File: src/remote_arb_pkg.sv
// Constants and carriers for the remote host access arbiter.
// Assumes a single core-side clock; all T-state counts are core clock ticks.
package remote_arb_pkg;

	// APB register byte offsets
	localparam logic [7:0] CTRL_OFFSET = 8'h00;
	localparam logic [7:0] STATUS_OFFSET = 8'h04;
	localparam logic [7:0] PC_OFFSET = 8'h08;

	// Control register fields
	localparam int CTRL_DIVIDE_BIT = 0;
	localparam int CTRL_LOCK_OUT_BIT = 1;
	localparam int CTRL_DATA_WAIT_LSB = 2;
	localparam int CTRL_INSTR_WAIT_LSB = 4;
	localparam logic [5:0] CTRL_RESET = 6'h00;

	// Status register fields
	localparam int STATUS_CONFIG_LSB = 0;
	localparam int STATUS_BYTE_HIGH_BIT = 8;
	localparam int STATUS_PHASE_LSB = 9;
	localparam int STATUS_GRANTED_BIT = 12;

	// Remote configuration register fields
	localparam int CFG_SELECT_LSB = 0;
	localparam int CFG_RUN_BIT = 2;
	localparam int CFG_LATCHED_WRITE_BIT = 3;
	localparam int CFG_LATCHED_READ_BIT = 4;
	localparam int CFG_FAST_WRITE_BIT = 5;
	localparam int CFG_STEP_BIT = 6;
	localparam int CFG_IRQ_STATUS_BIT = 7;
	localparam logic [7:0] CFG_RESET = 8'h01;

	// Memory select codes
	localparam logic [1:0] SEL_DATA = 2'h0;
	localparam logic [1:0] SEL_INSTR = 2'h1;
	localparam logic [1:0] SEL_PC_LOW = 2'h2;
	localparam logic [1:0] SEL_PC_HIGH = 2'h3;

	// Phase lengths in T-states and the program counter reset value
	localparam logic [2:0] ARB_MIN_T = 3'h1;
	localparam logic [2:0] ACCESS_MIN_T = 3'h2;
	localparam logic [2:0] TERM_MIN_T = 3'h1;
	localparam logic [15:0] PC_RESET = 16'h0000;

	typedef enum {PH_IDLE, PH_ARB, PH_ACCESS, PH_TERM, PH_RELEASE} phase_t;

	// Asynchronous pins from the remote processor side
	typedef struct packed {
		logic select_n;
		logic read_n;
		logic write_n;
		logic cmd;
		logic lock_n;
		logic wait_n;
	} remote_pins_t;

	// Strobes toward memories and the remote side
	typedef struct packed {
		logic int_read_n;
		logic int_write_n;
		logic read_n;
		logic data_write_n;
		logic instr_mem_write_strobe_n;
	} strobes_t;

	localparam remote_pins_t PINS_IDLE = 6'h3f;

endpackage

File: src/remote_host_access_arbiter.sv
// Remote host access arbiter: arbitration, access and termination sequencing
// for an asynchronous remote processor, with an APB slave for core-side control.
// Assumes clk_in is the crystal clock and the core reports data memory use.
//
// Function
// - Core tick is crystal clock halved when divide bit is one, else undivided.
// - Access starts when select low with read or write low, no ordering.
// - Transfer acknowledge falls shortly after an access starts, usable as wait.
// - Grant only when core leaves data memory; lock-out-remote may delay longer.
// - Arbitration lasts at least one T-state, longer during core access or lock.
// - Command-select sampled once early in the access and held throughout.
// - Internal strobes fall one T-state after grant, rise with acknowledge.
// - Read strobe drives external read; write strobe loads PC, config, writes.
// - Access at least two T-states plus programmed waits, stretched by wait.
// - Acknowledge rise ends access; grant falls one T-state later, or at remote release when termination is buffered.
// - Command-select high reaches config register, even while core runs.
// - Config register sits on bus by default; write floats, captured at ack.
// - Config access phase exactly two T-states, only wait input stretches it.
// - Memory select: 00 data, 01 instruction, 10 PC low, 11 PC high.
// - Data memory access floats bus, strobes at least one T-state plus waits.
// - PC read byte driven one T-state after grant; writes float; two T-states.
// - Instruction memory low then high; holding register; PC steps after high.
// - Byte tracker resets low, toggles per instruction access, cleared by 01.
// - Instruction read byte driven after grant, up to three wait states.
// - Instruction write grant at least three T-states; PC steps after grant.
// - Config layout: select 1:0, run 2, latched write 3, latched read 4, etc.
// - While remote lock low and granted, core data memory accesses wait.
`timescale 1ns/1ps

module remote_host_access_arbiter
(
	input wire logic clk_in,
	input wire logic rst_in,
	input wire logic ce_in,
	input wire logic psel_in,
	input wire logic penable_in,
	input wire logic pwrite_in,
	input wire logic [7:0] paddr_in,
	input wire logic [31:0] pwdata_in,
	output logic [31:0] prdata_out,
	output logic pready_out,
	output logic pslverr_out,
	input wire remote_arb_pkg::remote_pins_t remote_pins_in,
	input wire logic core_data_memory_busy_in,
	input wire logic core_step_done_in,
	input wire logic [7:0] ad_in,
	output logic [7:0] ad_out,
	output logic ad_oe_out,
	input wire logic [15:0] instr_in,
	output logic [15:0] instr_out,
	output remote_arb_pkg::strobes_t strobes_out,
	output logic transfer_ack_out,
	output logic bus_granted_remote_out,
	output logic core_tick_out,
	output logic core_data_memory_hold_out,
	output logic run_control_out,
	output logic single_step_out,
	output logic [15:0] pc_out
);
	import remote_arb_pkg::*;

	remote_pins_t sync1, sync2, sync3;
	remote_pins_t pins;
	logic [5:0] ctrl;
	logic divide_phase;
	logic tick;
	phase_t phase;
	logic [2:0] count;
	logic cmd_taken;
	logic cmd;
	logic is_write;
	logic [7:0] remote_config_reg;
	logic [7:0] instr_low_holding_reg;
	logic byte_high;
	logic [15:0] pc;
	logic pc_inc_pending;
	logic step_flag;
	logic [7:0] ad_q;
	logic [31:0] prdata;
	logic request, released;
	logic [1:0] target;
	logic [2:0] access_len;
	logic strobe_on, access_end, drive_read, buffered_term;
	logic apb_access;

	// Three stages; a change counts once the second and third stages agree
	always_ff @(posedge clk_in)
	begin
		if (rst_in)
		begin
			sync1 <= PINS_IDLE;
			sync2 <= PINS_IDLE;
			sync3 <= PINS_IDLE;
			pins <= PINS_IDLE;
		end
		else if (ce_in)
		begin
			sync1 <= remote_pins_in;
			sync2 <= sync1;
			sync3 <= sync2;
			for (int i = 0; i < 6; i++)
			begin
				if (sync2[i] == sync3[i])
					pins[i] <= sync3[i];
			end
		end
	end

	assign request = !pins.select_n && (!pins.read_n || !pins.write_n);
	assign released = pins.select_n || (pins.read_n && pins.write_n);

	// Core tick from the crystal clock
	always_ff @(posedge clk_in)
	begin
		if (rst_in)
			divide_phase <= 1'b0;
		else if (ce_in)
			divide_phase <= ctrl[CTRL_DIVIDE_BIT] ? !divide_phase : 1'b0;
	end

	assign tick = ce_in && (!ctrl[CTRL_DIVIDE_BIT] || divide_phase);
	assign core_tick_out = tick;

	// Target and access length; config and PC ignore programmed waits
	assign target = cmd ? SEL_DATA : remote_config_reg[CFG_SELECT_LSB +: 2];
	always_comb
	begin
		access_len = ACCESS_MIN_T;
		if (!cmd && target == SEL_DATA)
			access_len = ACCESS_MIN_T + {1'b0, ctrl[CTRL_DATA_WAIT_LSB +: 2]};
		else if (!cmd && target == SEL_INSTR)
			access_len = ACCESS_MIN_T + {1'b0, ctrl[CTRL_INSTR_WAIT_LSB +: 2]};
	end

	assign strobe_on = (phase == PH_ACCESS) && (count >= ARB_MIN_T);
	// Compared without an increment: a count saturated by a long wait must not wrap
	assign access_end = tick && (phase == PH_ACCESS) && (count >= access_len - 3'h1)
		&& pins.wait_n;

	// Buffered read or slow buffered write holds the bus until the strobe drops
	assign buffered_term = is_write
		? !remote_config_reg[CFG_LATCHED_WRITE_BIT] && !remote_config_reg[CFG_FAST_WRITE_BIT]
		: !remote_config_reg[CFG_LATCHED_READ_BIT];

	// Arbitration and phase sequencing
	always_ff @(posedge clk_in)
	begin
		if (rst_in)
		begin
			phase <= PH_IDLE;
			count <= 3'h0;
			cmd_taken <= 1'b0;
			cmd <= 1'b0;
			is_write <= 1'b0;
		end
		else if (ce_in)
		begin
			case (phase)
				PH_IDLE:
				begin
					cmd_taken <= 1'b0;
					if (request)
					begin
						phase <= PH_ARB;
						is_write <= !pins.write_n;
					end
				end
				PH_ARB:
					if (tick)
					begin
						if (!cmd_taken)
						begin
							cmd <= pins.cmd;
							cmd_taken <= 1'b1;
						end
						else if (cmd || (!core_data_memory_busy_in && !ctrl[CTRL_LOCK_OUT_BIT]))
						begin
							phase <= PH_ACCESS;
							count <= 3'h0;
						end
					end
				PH_ACCESS:
					if (access_end)
					begin
						phase <= PH_TERM;
						count <= 3'h0;
					end
					else if (tick && count != 3'h7)
						count <= count + 3'h1;
				PH_TERM:
					if (tick && count + 3'h1 >= TERM_MIN_T && !(buffered_term && !released))
						phase <= PH_RELEASE;
				PH_RELEASE:
					if (released)
						phase <= PH_IDLE;
				default:
					phase <= PH_IDLE;
			endcase
		end
	end

	// Acknowledge low from request until the access phase ends
	assign transfer_ack_out = !(phase == PH_ARB || phase == PH_ACCESS);
	// The core runs on while the remote side is on a config access
	assign bus_granted_remote_out = !cmd && (phase == PH_ACCESS || phase == PH_TERM);
	assign core_data_memory_hold_out = bus_granted_remote_out
		|| (phase == PH_RELEASE && !pins.lock_n && !cmd);

	// Strobes
	always_comb
	begin
		strobes_out.int_read_n = !(strobe_on && !is_write);
		strobes_out.int_write_n = !(strobe_on && is_write);
		strobes_out.read_n = !(strobe_on && !is_write && !cmd && target == SEL_DATA);
		strobes_out.data_write_n = !(strobe_on && is_write && !cmd && target == SEL_DATA);
		strobes_out.instr_mem_write_strobe_n = !(strobe_on && is_write && !cmd
			&& target == SEL_INSTR && byte_high);
	end

	// Remote configuration register and single-step request
	always_ff @(posedge clk_in)
	begin
		if (rst_in)
		begin
			remote_config_reg <= CFG_RESET;
			step_flag <= 1'b0;
		end
		else if (ce_in)
		begin
			if (access_end && is_write && cmd)
			begin
				remote_config_reg <= ad_in;
				remote_config_reg[CFG_STEP_BIT] <= 1'b0;
			end
			// A new step request wins over the completion of the previous one
			if (access_end && is_write && cmd && ad_in[CFG_STEP_BIT])
				step_flag <= 1'b1;
			else if (core_step_done_in)
				step_flag <= 1'b0;
		end
	end

	assign run_control_out = remote_config_reg[CFG_RUN_BIT];
	assign single_step_out = step_flag;

	// Byte tracker, low-byte holding register and program counter
	always_ff @(posedge clk_in)
	begin
		if (rst_in)
		begin
			byte_high <= 1'b0;
			instr_low_holding_reg <= 8'h00;
			pc <= PC_RESET;
			pc_inc_pending <= 1'b0;
		end
		else if (ce_in)
		begin
			if (access_end && is_write && cmd && ad_in[CFG_SELECT_LSB +: 2] == SEL_INSTR)
				byte_high <= 1'b0;
			else if (access_end && !cmd && target == SEL_INSTR)
				byte_high <= !byte_high;
			if (access_end && is_write && !cmd && target == SEL_INSTR && !byte_high)
				instr_low_holding_reg <= ad_in;
			if (access_end && !cmd && target == SEL_INSTR && byte_high)
				pc_inc_pending <= 1'b1;
			if (access_end && is_write && !cmd && target == SEL_PC_LOW)
				pc[7:0] <= ad_in;
			else if (access_end && is_write && !cmd && target == SEL_PC_HIGH)
				pc[15:8] <= ad_in;
			else if (pc_inc_pending && tick && !bus_granted_remote_out)
			begin
				pc <= pc + 16'h0001;
				pc_inc_pending <= 1'b0;
			end
		end
	end

	assign pc_out = pc;

	// Loaded only during a high-byte write, so the word stands after the bus moves on
	always_ff @(posedge clk_in)
	begin
		if (rst_in)
			instr_out <= 16'h0000;
		else if (ce_in && phase == PH_ACCESS && is_write && !cmd && target == SEL_INSTR
			&& byte_high)
			instr_out <= {ad_in, instr_low_holding_reg};
	end

	// Bus output: config by default, selected byte on instruction and PC reads, floats on writes and data reads
	assign drive_read = !is_write && count >= ARB_MIN_T
		&& (target == SEL_INSTR || target == SEL_PC_LOW || target == SEL_PC_HIGH);
	always_ff @(posedge clk_in)
	begin
		if (rst_in)
			ad_q <= CFG_RESET;
		else if (ce_in)
		begin
			if (phase == PH_ACCESS && drive_read && target == SEL_INSTR)
				ad_q <= byte_high ? instr_in[15:8] : instr_in[7:0];
			else if (phase == PH_ACCESS && drive_read && target == SEL_PC_LOW)
				ad_q <= pc[7:0];
			else if (phase == PH_ACCESS && drive_read)
				ad_q <= pc[15:8];
			else if (phase != PH_TERM)
			begin
				ad_q <= remote_config_reg;
				ad_q[CFG_STEP_BIT] <= 1'b0;
			end
		end
	end

	assign ad_out = ad_q;
	// Writes float the bus, config writes too, so the remote byte is what gets captured
	assign ad_oe_out = !(bus_granted_remote_out
		|| (cmd && is_write && (phase == PH_ACCESS || phase == PH_TERM)))
		|| (!is_write && phase == PH_ACCESS && drive_read)
		|| (!is_write && phase == PH_TERM && target != SEL_DATA);

	// APB slave, zero wait states
	assign apb_access = psel_in && penable_in;
	assign pready_out = 1'b1;
	assign pslverr_out = apb_access && paddr_in != CTRL_OFFSET && paddr_in != STATUS_OFFSET
		&& paddr_in != PC_OFFSET;

	always_ff @(posedge clk_in)
	begin
		if (rst_in)
			ctrl <= CTRL_RESET;
		else if (ce_in && apb_access && pwrite_in && paddr_in == CTRL_OFFSET)
			ctrl <= pwdata_in[5:0];
	end

	always_comb
	begin
		prdata = 32'h0000_0000;
		case (paddr_in)
			CTRL_OFFSET:
				prdata[5:0] = ctrl;
			STATUS_OFFSET:
			begin
				prdata[STATUS_CONFIG_LSB +: 8] = remote_config_reg;
				prdata[STATUS_BYTE_HIGH_BIT] = byte_high;
				prdata[STATUS_PHASE_LSB +: 3] = 3'(phase);
				prdata[STATUS_GRANTED_BIT] = bus_granted_remote_out;
			end
			PC_OFFSET:
				prdata[15:0] = pc;
			default:
				prdata = 32'h0000_0000;
		endcase
	end

	// Read data from a flop loaded during the setup cycle
	always_ff @(posedge clk_in)
	begin
		if (rst_in)
			prdata_out <= 32'h0000_0000;
		else if (ce_in && psel_in && !penable_in)
			prdata_out <= prdata;
	end

endmodule

File: config.mk
export PLATFORM = sky130hd
export DESIGN_NAME = remote_host_access_arbiter
export DESIGN_NICKNAME = d
export VERILOG_FILES = /design/src/remote_arb_pkg.sv /design/src/remote_host_access_arbiter.sv
export SDC_FILE = /design/constraint.sdc
export NUM_CORES = 1
export LEC_CHECK = 0
export BUFFER_PORTS_ARGS = -buffer_cell sky130_fd_sc_hd__buf_2
export CAP_MARGIN = 15
export CORE_MARGIN = 3
export CORE_UTILIZATION = 56
export DETAILED_ROUTE_END_ITERATION = 7
export PLACE_DENSITY = 0.85
export RECOVER_POWER = 100
export SLEW_MARGIN = 0
export SYNTH_ARGS = -nofsm -noshare
export SYNTH_HDL_FRONTEND = slang
export SYNTH_SLANG_ARGS = --single-unit
export TNS_END_PERCENT = 1
File: constraint.sdc
create_clock -name clk_in -period 8 [get_ports clk_in]
set_clock_uncertainty 0.2 [all_clocks]
set_input_delay 0.8 -clock clk_in [delete_from_list [all_inputs] [get_ports clk_in]]
set_output_delay 0.8 -clock clk_in [all_outputs]
set_load 0.1 [all_outputs]
# After elaboration in Yosys (flattened, before gate mapping)
# Cells that the tools add are included.
classes:
  reduce_logical: 132
  n_mux: 41
  n_addsub: 5
  n_lt_le_gt_ge: 3
  n_eq_ne: 33
  bitwise: 2
op_table:
  columns: ["cell", "count"]
  rows:
  - ["two-way mux 32 bit", 7]
  - ["case mux 32 bit (5 select lines)", 1]
  - ["== test 32 x 2 -> 1 bit, second input constant", 3]
  - ["== test 32 x 3 -> 1 bit, second input constant", 3]
  - ["logical AND 1 bit", 65]
  - ["two-way mux 8 bit", 8]
  - ["== test 32 x 1 -> 1 bit, second input constant", 1]
  - ["== test 32 x 4 -> 1 bit, second input constant", 1]
  - ["logical NOT 32 bit", 1]
  - ["!= test 32 x 3 -> 1 bit, second input constant", 1]
  - ["logical NOT 1 bit", 25]
  - ["two-way mux 3 bit", 8]
  - ["AND reduction 2 bit", 11]
  - ["case mux 6 bit (3 select lines)", 1]
  - ["adder 16 x 1 -> 16 bit, second input constant", 1]
  - ["two-way mux 16 bit", 1]
  - ["!= test 2 bit, second input constant", 8]
  - ["case mux 7 bit (2 select lines)", 1]
  - ["nonzero test 2 bit", 7]
  - ["logical OR 1 bit", 12]
  - ["AND reduction 3 bit", 4]
  - ["two-way mux 1 bit", 11]
  - ["== test 8 x 3 -> 1 bit, second input constant", 1]
  - ["== test 8 x 4 -> 1 bit, second input constant", 1]
  - ["other kinds (22)", 33]
word_totals:
  inputBits: 78
  out_inout_bits: 86
  reg_bits: 143
  wordCells: 257

# Depth between registers and ports, before layout
depth:
  word_depth: 16
  ltp_mapped: 14

# Worst setup path after synthesis
# No wires, ideal clock.
synth_timing:
  kind: "reg2reg"
  startpoint: "reg phase[2]"
  endpoint: "reg pc[14], in the netlist pc_out[14]"
  required_ns: 7.714
  arrival_ns: 3.891
  synth_period_minus_slack_ns: 4.177
  setup_time_ns: 0.086
  path_slack_ns: 3.823
  path_stages_with_launch: 6
  cell_sequence: "dfxtp_1 nor3b_1 nor3_1 nand4_1 xor2_1 a211oi_1"
synth_via:
  elab_cells_between_ends: 17
synth_lines:
  columns: ["item", "line", "source"]
  rows:
  - ["start, declared", "remote_host_access_arbiter.sv:67", "phase_t phase;"]
  - ["start signal, assigned", "remote_host_access_arbiter.sv:150", "phase <= PH_IDLE;"]
  - ["start signal, assigned", "remote_host_access_arbiter.sv:164", "phase <= PH_ARB;"]
  - ["start signal, assigned", "remote_host_access_arbiter.sv:178", "phase <= PH_ACCESS;"]
  - ["== test 32 x 3 -> 1 bit", "remote_host_access_arbiter.sv:205", "assign bus_granted_remote_out = !cmd && (phase == PH_ACCESS || phase == PH_TERM);"]
  - ["logical OR 1 bit (*)", "remote_host_access_arbiter.sv:205", null]
  - ["logical AND 1 bit (*)", "remote_host_access_arbiter.sv:205", null]
  - ["net bus_granted_remote_out", "remote_host_access_arbiter.sv:53", "output logic bus_granted_remote_out,"]
  - ["logical NOT 1 bit (*)", "remote_host_access_arbiter.sv:270", "else if (pc_inc_pending && tick && !bus_granted_remote_out)"]
  - ["logical AND 1 bit (*)", "remote_host_access_arbiter.sv:270", null]
  - ["nonzero test 2 bit (no line) (*)", null, null]
  - ["AND reduction 3 bit (no line) (*)", null, null]
  - ["end signal, assigned", "remote_host_access_arbiter.sv:269", "pc[15:8] <= ad_in;"]
  - ["end signal, assigned", "remote_host_access_arbiter.sv:272", "pc <= pc + 16'h0001;"]
  - ["end, declared", "remote_host_access_arbiter.sv:75", "logic [15:0] pc;"]
# Mark *: on every way through the listed nets, which the timed path passes. The rest lies on a longest branch.
# A chain may end at the register's enable or synchronous reset.

# Worst setup path after layout
layout_timing:
  startpoint: "in ce_in"
  endpoint: "reg remote_config_reg[4]"
layout_via:
  elab_chain_len: 7
layout_lines:
  columns: ["item", "line", "source"]
  rows:
  - ["start, declared", "remote_host_access_arbiter.sv:34", "input wire logic ce_in,"]
  - ["logical AND 1 bit", "remote_host_access_arbiter.sv:121", "assign tick = ce_in && (!ctrl[CTRL_DIVIDE_BIT] || divide_phase);"]
  - ["logical AND 1 bit (2 in a row)", "remote_host_access_arbiter.sv:137", "assign access_end = tick && (phase == PH_ACCESS) && (count >= access_len - 3'h1)"]
  - ["logical AND 1 bit", "remote_host_access_arbiter.sv:138", "&& pins.wait_n;"]
  - ["logical AND 1 bit (2 in a row)", "remote_host_access_arbiter.sv:230", "if (access_end && is_write && cmd)"]
  - ["AND reduction 2 bit (no line) (*)", null, null]
  - ["end signal, assigned", "remote_host_access_arbiter.sv:232", "remote_config_reg <= ad_in;"]
  - ["end, declared", "remote_host_access_arbiter.sv:72", "logic [7:0] remote_config_reg;"]
# Mark *: on every way between the ends. The rest lies on a longest branch, timed or not.

==> metrics.csv <==
stage,metric,value,unit
outcome,outcome,"complete, but fails checks",
outcome,failing checks,"max-capacitance violations, max-slew violations",
setup_path,capturing element type of the critical path,flip-flop,
placement,Placer Congestion,0.916,
detailed_routing,routed len/inst,17.6,µm
detailed_routing,Via density,5.95,
min_path,Hold Crit Depth,1,
clocking,CTS tree,yes,
timing,Slew Limit Fails,180,
timing,Final Setup Violations,0,
die,Die Ht,107,µm
clocking,worst skew pair latency,0.52,ns
setup_path,R2R depth,9,
die,row cnt,36,
detailed_routing,ANT nets after route,0,
finish,Util after Layout,0.681,
yosys,Post-synth EDFFs,0,
timing,max_slew headroom,-1.75,
detailed_routing,DRT Pass-1 Iters,5,
setup_path,CP required,8.04,ns
yosys,Synth Flop Type,dfxtp_1,
finish,diode count,0,
grt,wire length of the first global-routing pass,24700,µm
min_path,Hold Path Class,reg -> reg,
clocking,H-tree depth,4,
die,Die X,107,µm
yosys,sequential cell area fraction in the yosys report,0.398,
die,Die Area,11500,µm²
yosys,fraction of registers with async set/reset,0,
pwr,VDD IR max,0.140,mV
placement,Place WS,4.35,ns
grt,largest net degree at the start of global routing,98,
yosys,Yosys cell types,61,
clocking,Root Driver,clkbuf_8,
timing,Slew @ Worst Pin,4.12,ns
timing,RSZ-0062 raised after global routing,false,
timing,"Hold Vio Cnt, Final",0,
die,initial core utilization,0.581,
grt,initial antenna violation count,0,
clocking,Sink Count,114,
detailed_routing,vias,5310,
detailed_routing,DR top layer,met4,
grt,GRT Util Overall,0.274,
timing,Hold Slack,0.248,ns
finish,final-stage net count,836,
placement,Port Buf Inserts,120,
clocking,Max clock buf depth,2,
clocking,cts bufs inserted,17,
setup_path,R2R setup slack,3.61,ns
grt,GR Overflow Total,0,
setup_path,Crit Path Class,in -> reg,
finish,Non-Filler Instances,893,
yosys,Mean Syn Cell Area,8.83,µm²
detailed_routing,Total Wirelength,15800,µm
detailed_routing,met3 WL,1340,µm
placement,dpl cells,862,
detailed_routing,DRT iter0 DRCs,438,
setup_path,Startpoint Class,input pin,
clocking,setup repair bufs after CTS,0,
min_path,Worst Hold Endpoint,sync2[5]$_SDFFE_PP1P_,
finish,layout cell share with drive strength beyond 1,0.117,
yosys,synthesized netlist cell count,649,
detailed_routing,drt drc,0,
timing,TNS Setup,0,ns
grt,vias in the first global route,5031,
timing,Final Worst Setup Slack,2.91,ns
die,IO Pins,164,
setup_path,Critical Path Fanout Max,61,
clocking,CTS Hold Bufs,0,
pwr,Pwr Density,224,nW/µm²
finish,area growth from synthesis to layout,17.3,%
timing,fin crit share,0.637,
setup_path,CP arrival,5.13,ns
clocking,CTS resizes,0,
setup_path,Worst R2R End,remote_config_reg[4]$_SDFFE_PP0P_,
pwr,static leakage,2.68,nW
placement,hpwl dp,10700,µm
yosys,Synth warnings,0,
detailed_routing,WL met2,7360,µm
clocking,clock-pin transition on the worst setup and hold timing paths,0.06,ns
setup_path,Critical R2R Launch,remote_config_reg[0]$_SDFFE_PP1P_,
timing,minimum clock period,5.09,ns
timing,f_max,196,MHz
yosys,cell area after synthesis,5730,µm²
yosys,Seq cells post-synth,114,
detailed_routing,M1 WL,6560,µm
job,Max-Cap Viols,4,
die,core outline area,9860,µm²
min_path,hold_sp,sync1[5]$_SDFFE_PP1P_,
-- synth_stat cells (6+ instances only) --
| cell type | number | area share |
|---|---|---|
| a211o_1 | 16 | 0.024 |
| a211oi_1 | 9 | 0.012 |
| a211oi_2 | 8 | 0.017 |
| a21oi_1 | 39 | 0.034 |
| a22oi_1 | 19 | 0.025 |
| and2_1 | 8 | 0.0087 |
| buf_4 | 20 | 0.026 |
| clkbuf_1 | 29 | 0.019 |
| dfxtp_1 | 114 | 0.40 |
| ha_1 | 10 | 0.022 |
| inv_1 | 12 | 0.0079 |
| mux2i_1 | 56 | 0.098 |
| nand2_1 | 30 | 0.020 |
| nand2b_1 | 9 | 0.0098 |
| nand3_1 | 9 | 0.0079 |
| nand4_1 | 8 | 0.0087 |
| nor2_1 | 90 | 0.059 |
| nor2b_1 | 24 | 0.026 |
| nor3_1 | 19 | 0.017 |
| o21ai_0 | 21 | 0.018 |
| o21bai_1 | 7 | 0.0092 |
| o22ai_1 | 6 | 0.0066 |
| xnor2_1 | 6 | 0.0092 |
| xor2_1 | 11 | 0.017 |
-- cells in the final DEF (no fill, tap or decap), drive strengths merged, types with 3 or more instances in the layout --
cell type,n
inv,12
or3,5
xor2,11
dfxtp,114
nor2,90
a22oi,19
nand2,31
nor4b,3
and4,4
a211oi,17
o21bai,7
clkinv,4
mux2i,56
nor3b,5
a211o,16
nand3,10
and2,8
o22ai,6
nor3,21
nand2b,9
bufinv,4
xnor2,6
buf,51
nor2b,24
conb,17
or4,5
o21ai,21
a311oi,3
ha,10
a21oi,39
o221ai,5
clkbuf,92
nand4,8
-- critical path: stages --
cell	delay (ns)
clkbuf_1	1.72
nand3_1	0.62
nor3_1	1.62
mux2i_1	0.30
nor2_1	0.05
-- per-stage QoR --
step	cell area, µm²	total power [mW]
floorplan	5790	0.722
finish	6720	1.51
CTS	6870	1.51
detailed placement	6270	0.748
global placement	6270	0.744
global route	6720	1.55
-- routing by layer --
layer	GRT usage	vias up
met3	0.0795	53
met2	0.432	266
met1	0.344	2498
li1	-	2493
met5	0	-
met4	0.131	0
-- logic make-up (layout without fill, tap and decap cells) --
group | after synthesis | count (layout) | share of synthesized area
buffers and inverters | 69 | 165 | 0.0605
multiplexers | 56 | 56 | 0.0978
XOR/XNOR | 17 | 17 | 0.0260
flip-flops | 114 | 114 | 0.398
other | 2 | 17 | 0.00131
AND/OR/NAND/NOR | 237 | 237 | 0.220
adder cells (fa/ha/maj) | 10 | 10 | 0.0218
AO/OA/AOI/OAI | 144 | 144 | 0.174
-- cell type report --
cell class	count	area [µm²]
Fill cell	824	3140
Timing Repair Buffer	122	524
Inverter	12	45.0
Tap cell	133	166
Clock inverter	10	159
Multi-Input combinational cell	481	3110
Sequential cell	114	2280
Clock buffer	21	439
-- worst max path at each step --
stage,to,startpoint
floorplan,pc_out[14]$_SDFFE_PP0P_,phase[2]$_SDFFE_PP0P_
global placement,pc_out[7]$_SDFFE_PP0P_,ce_in
detailed placement,pc_out[6]$_SDFFE_PP0P_,ce_in
CTS,pc_out[1]$_SDFFE_PP0P_,remote_config_reg[0]$_SDFFE_PP1P_
global route,ad_out[0]$_SDFFE_PP1P_,rst_in
finish,remote_config_reg[4]$_SDFFE_PP0P_,ce_in
-- power breakdown --
part | internal (mW) | switching, mW
clock | 0.510 | 0.257
sequential | 0.577 | 0.0115
combinational | 0.0350 | 0.115
Note: power is estimated with default switching activity, not from simulation.
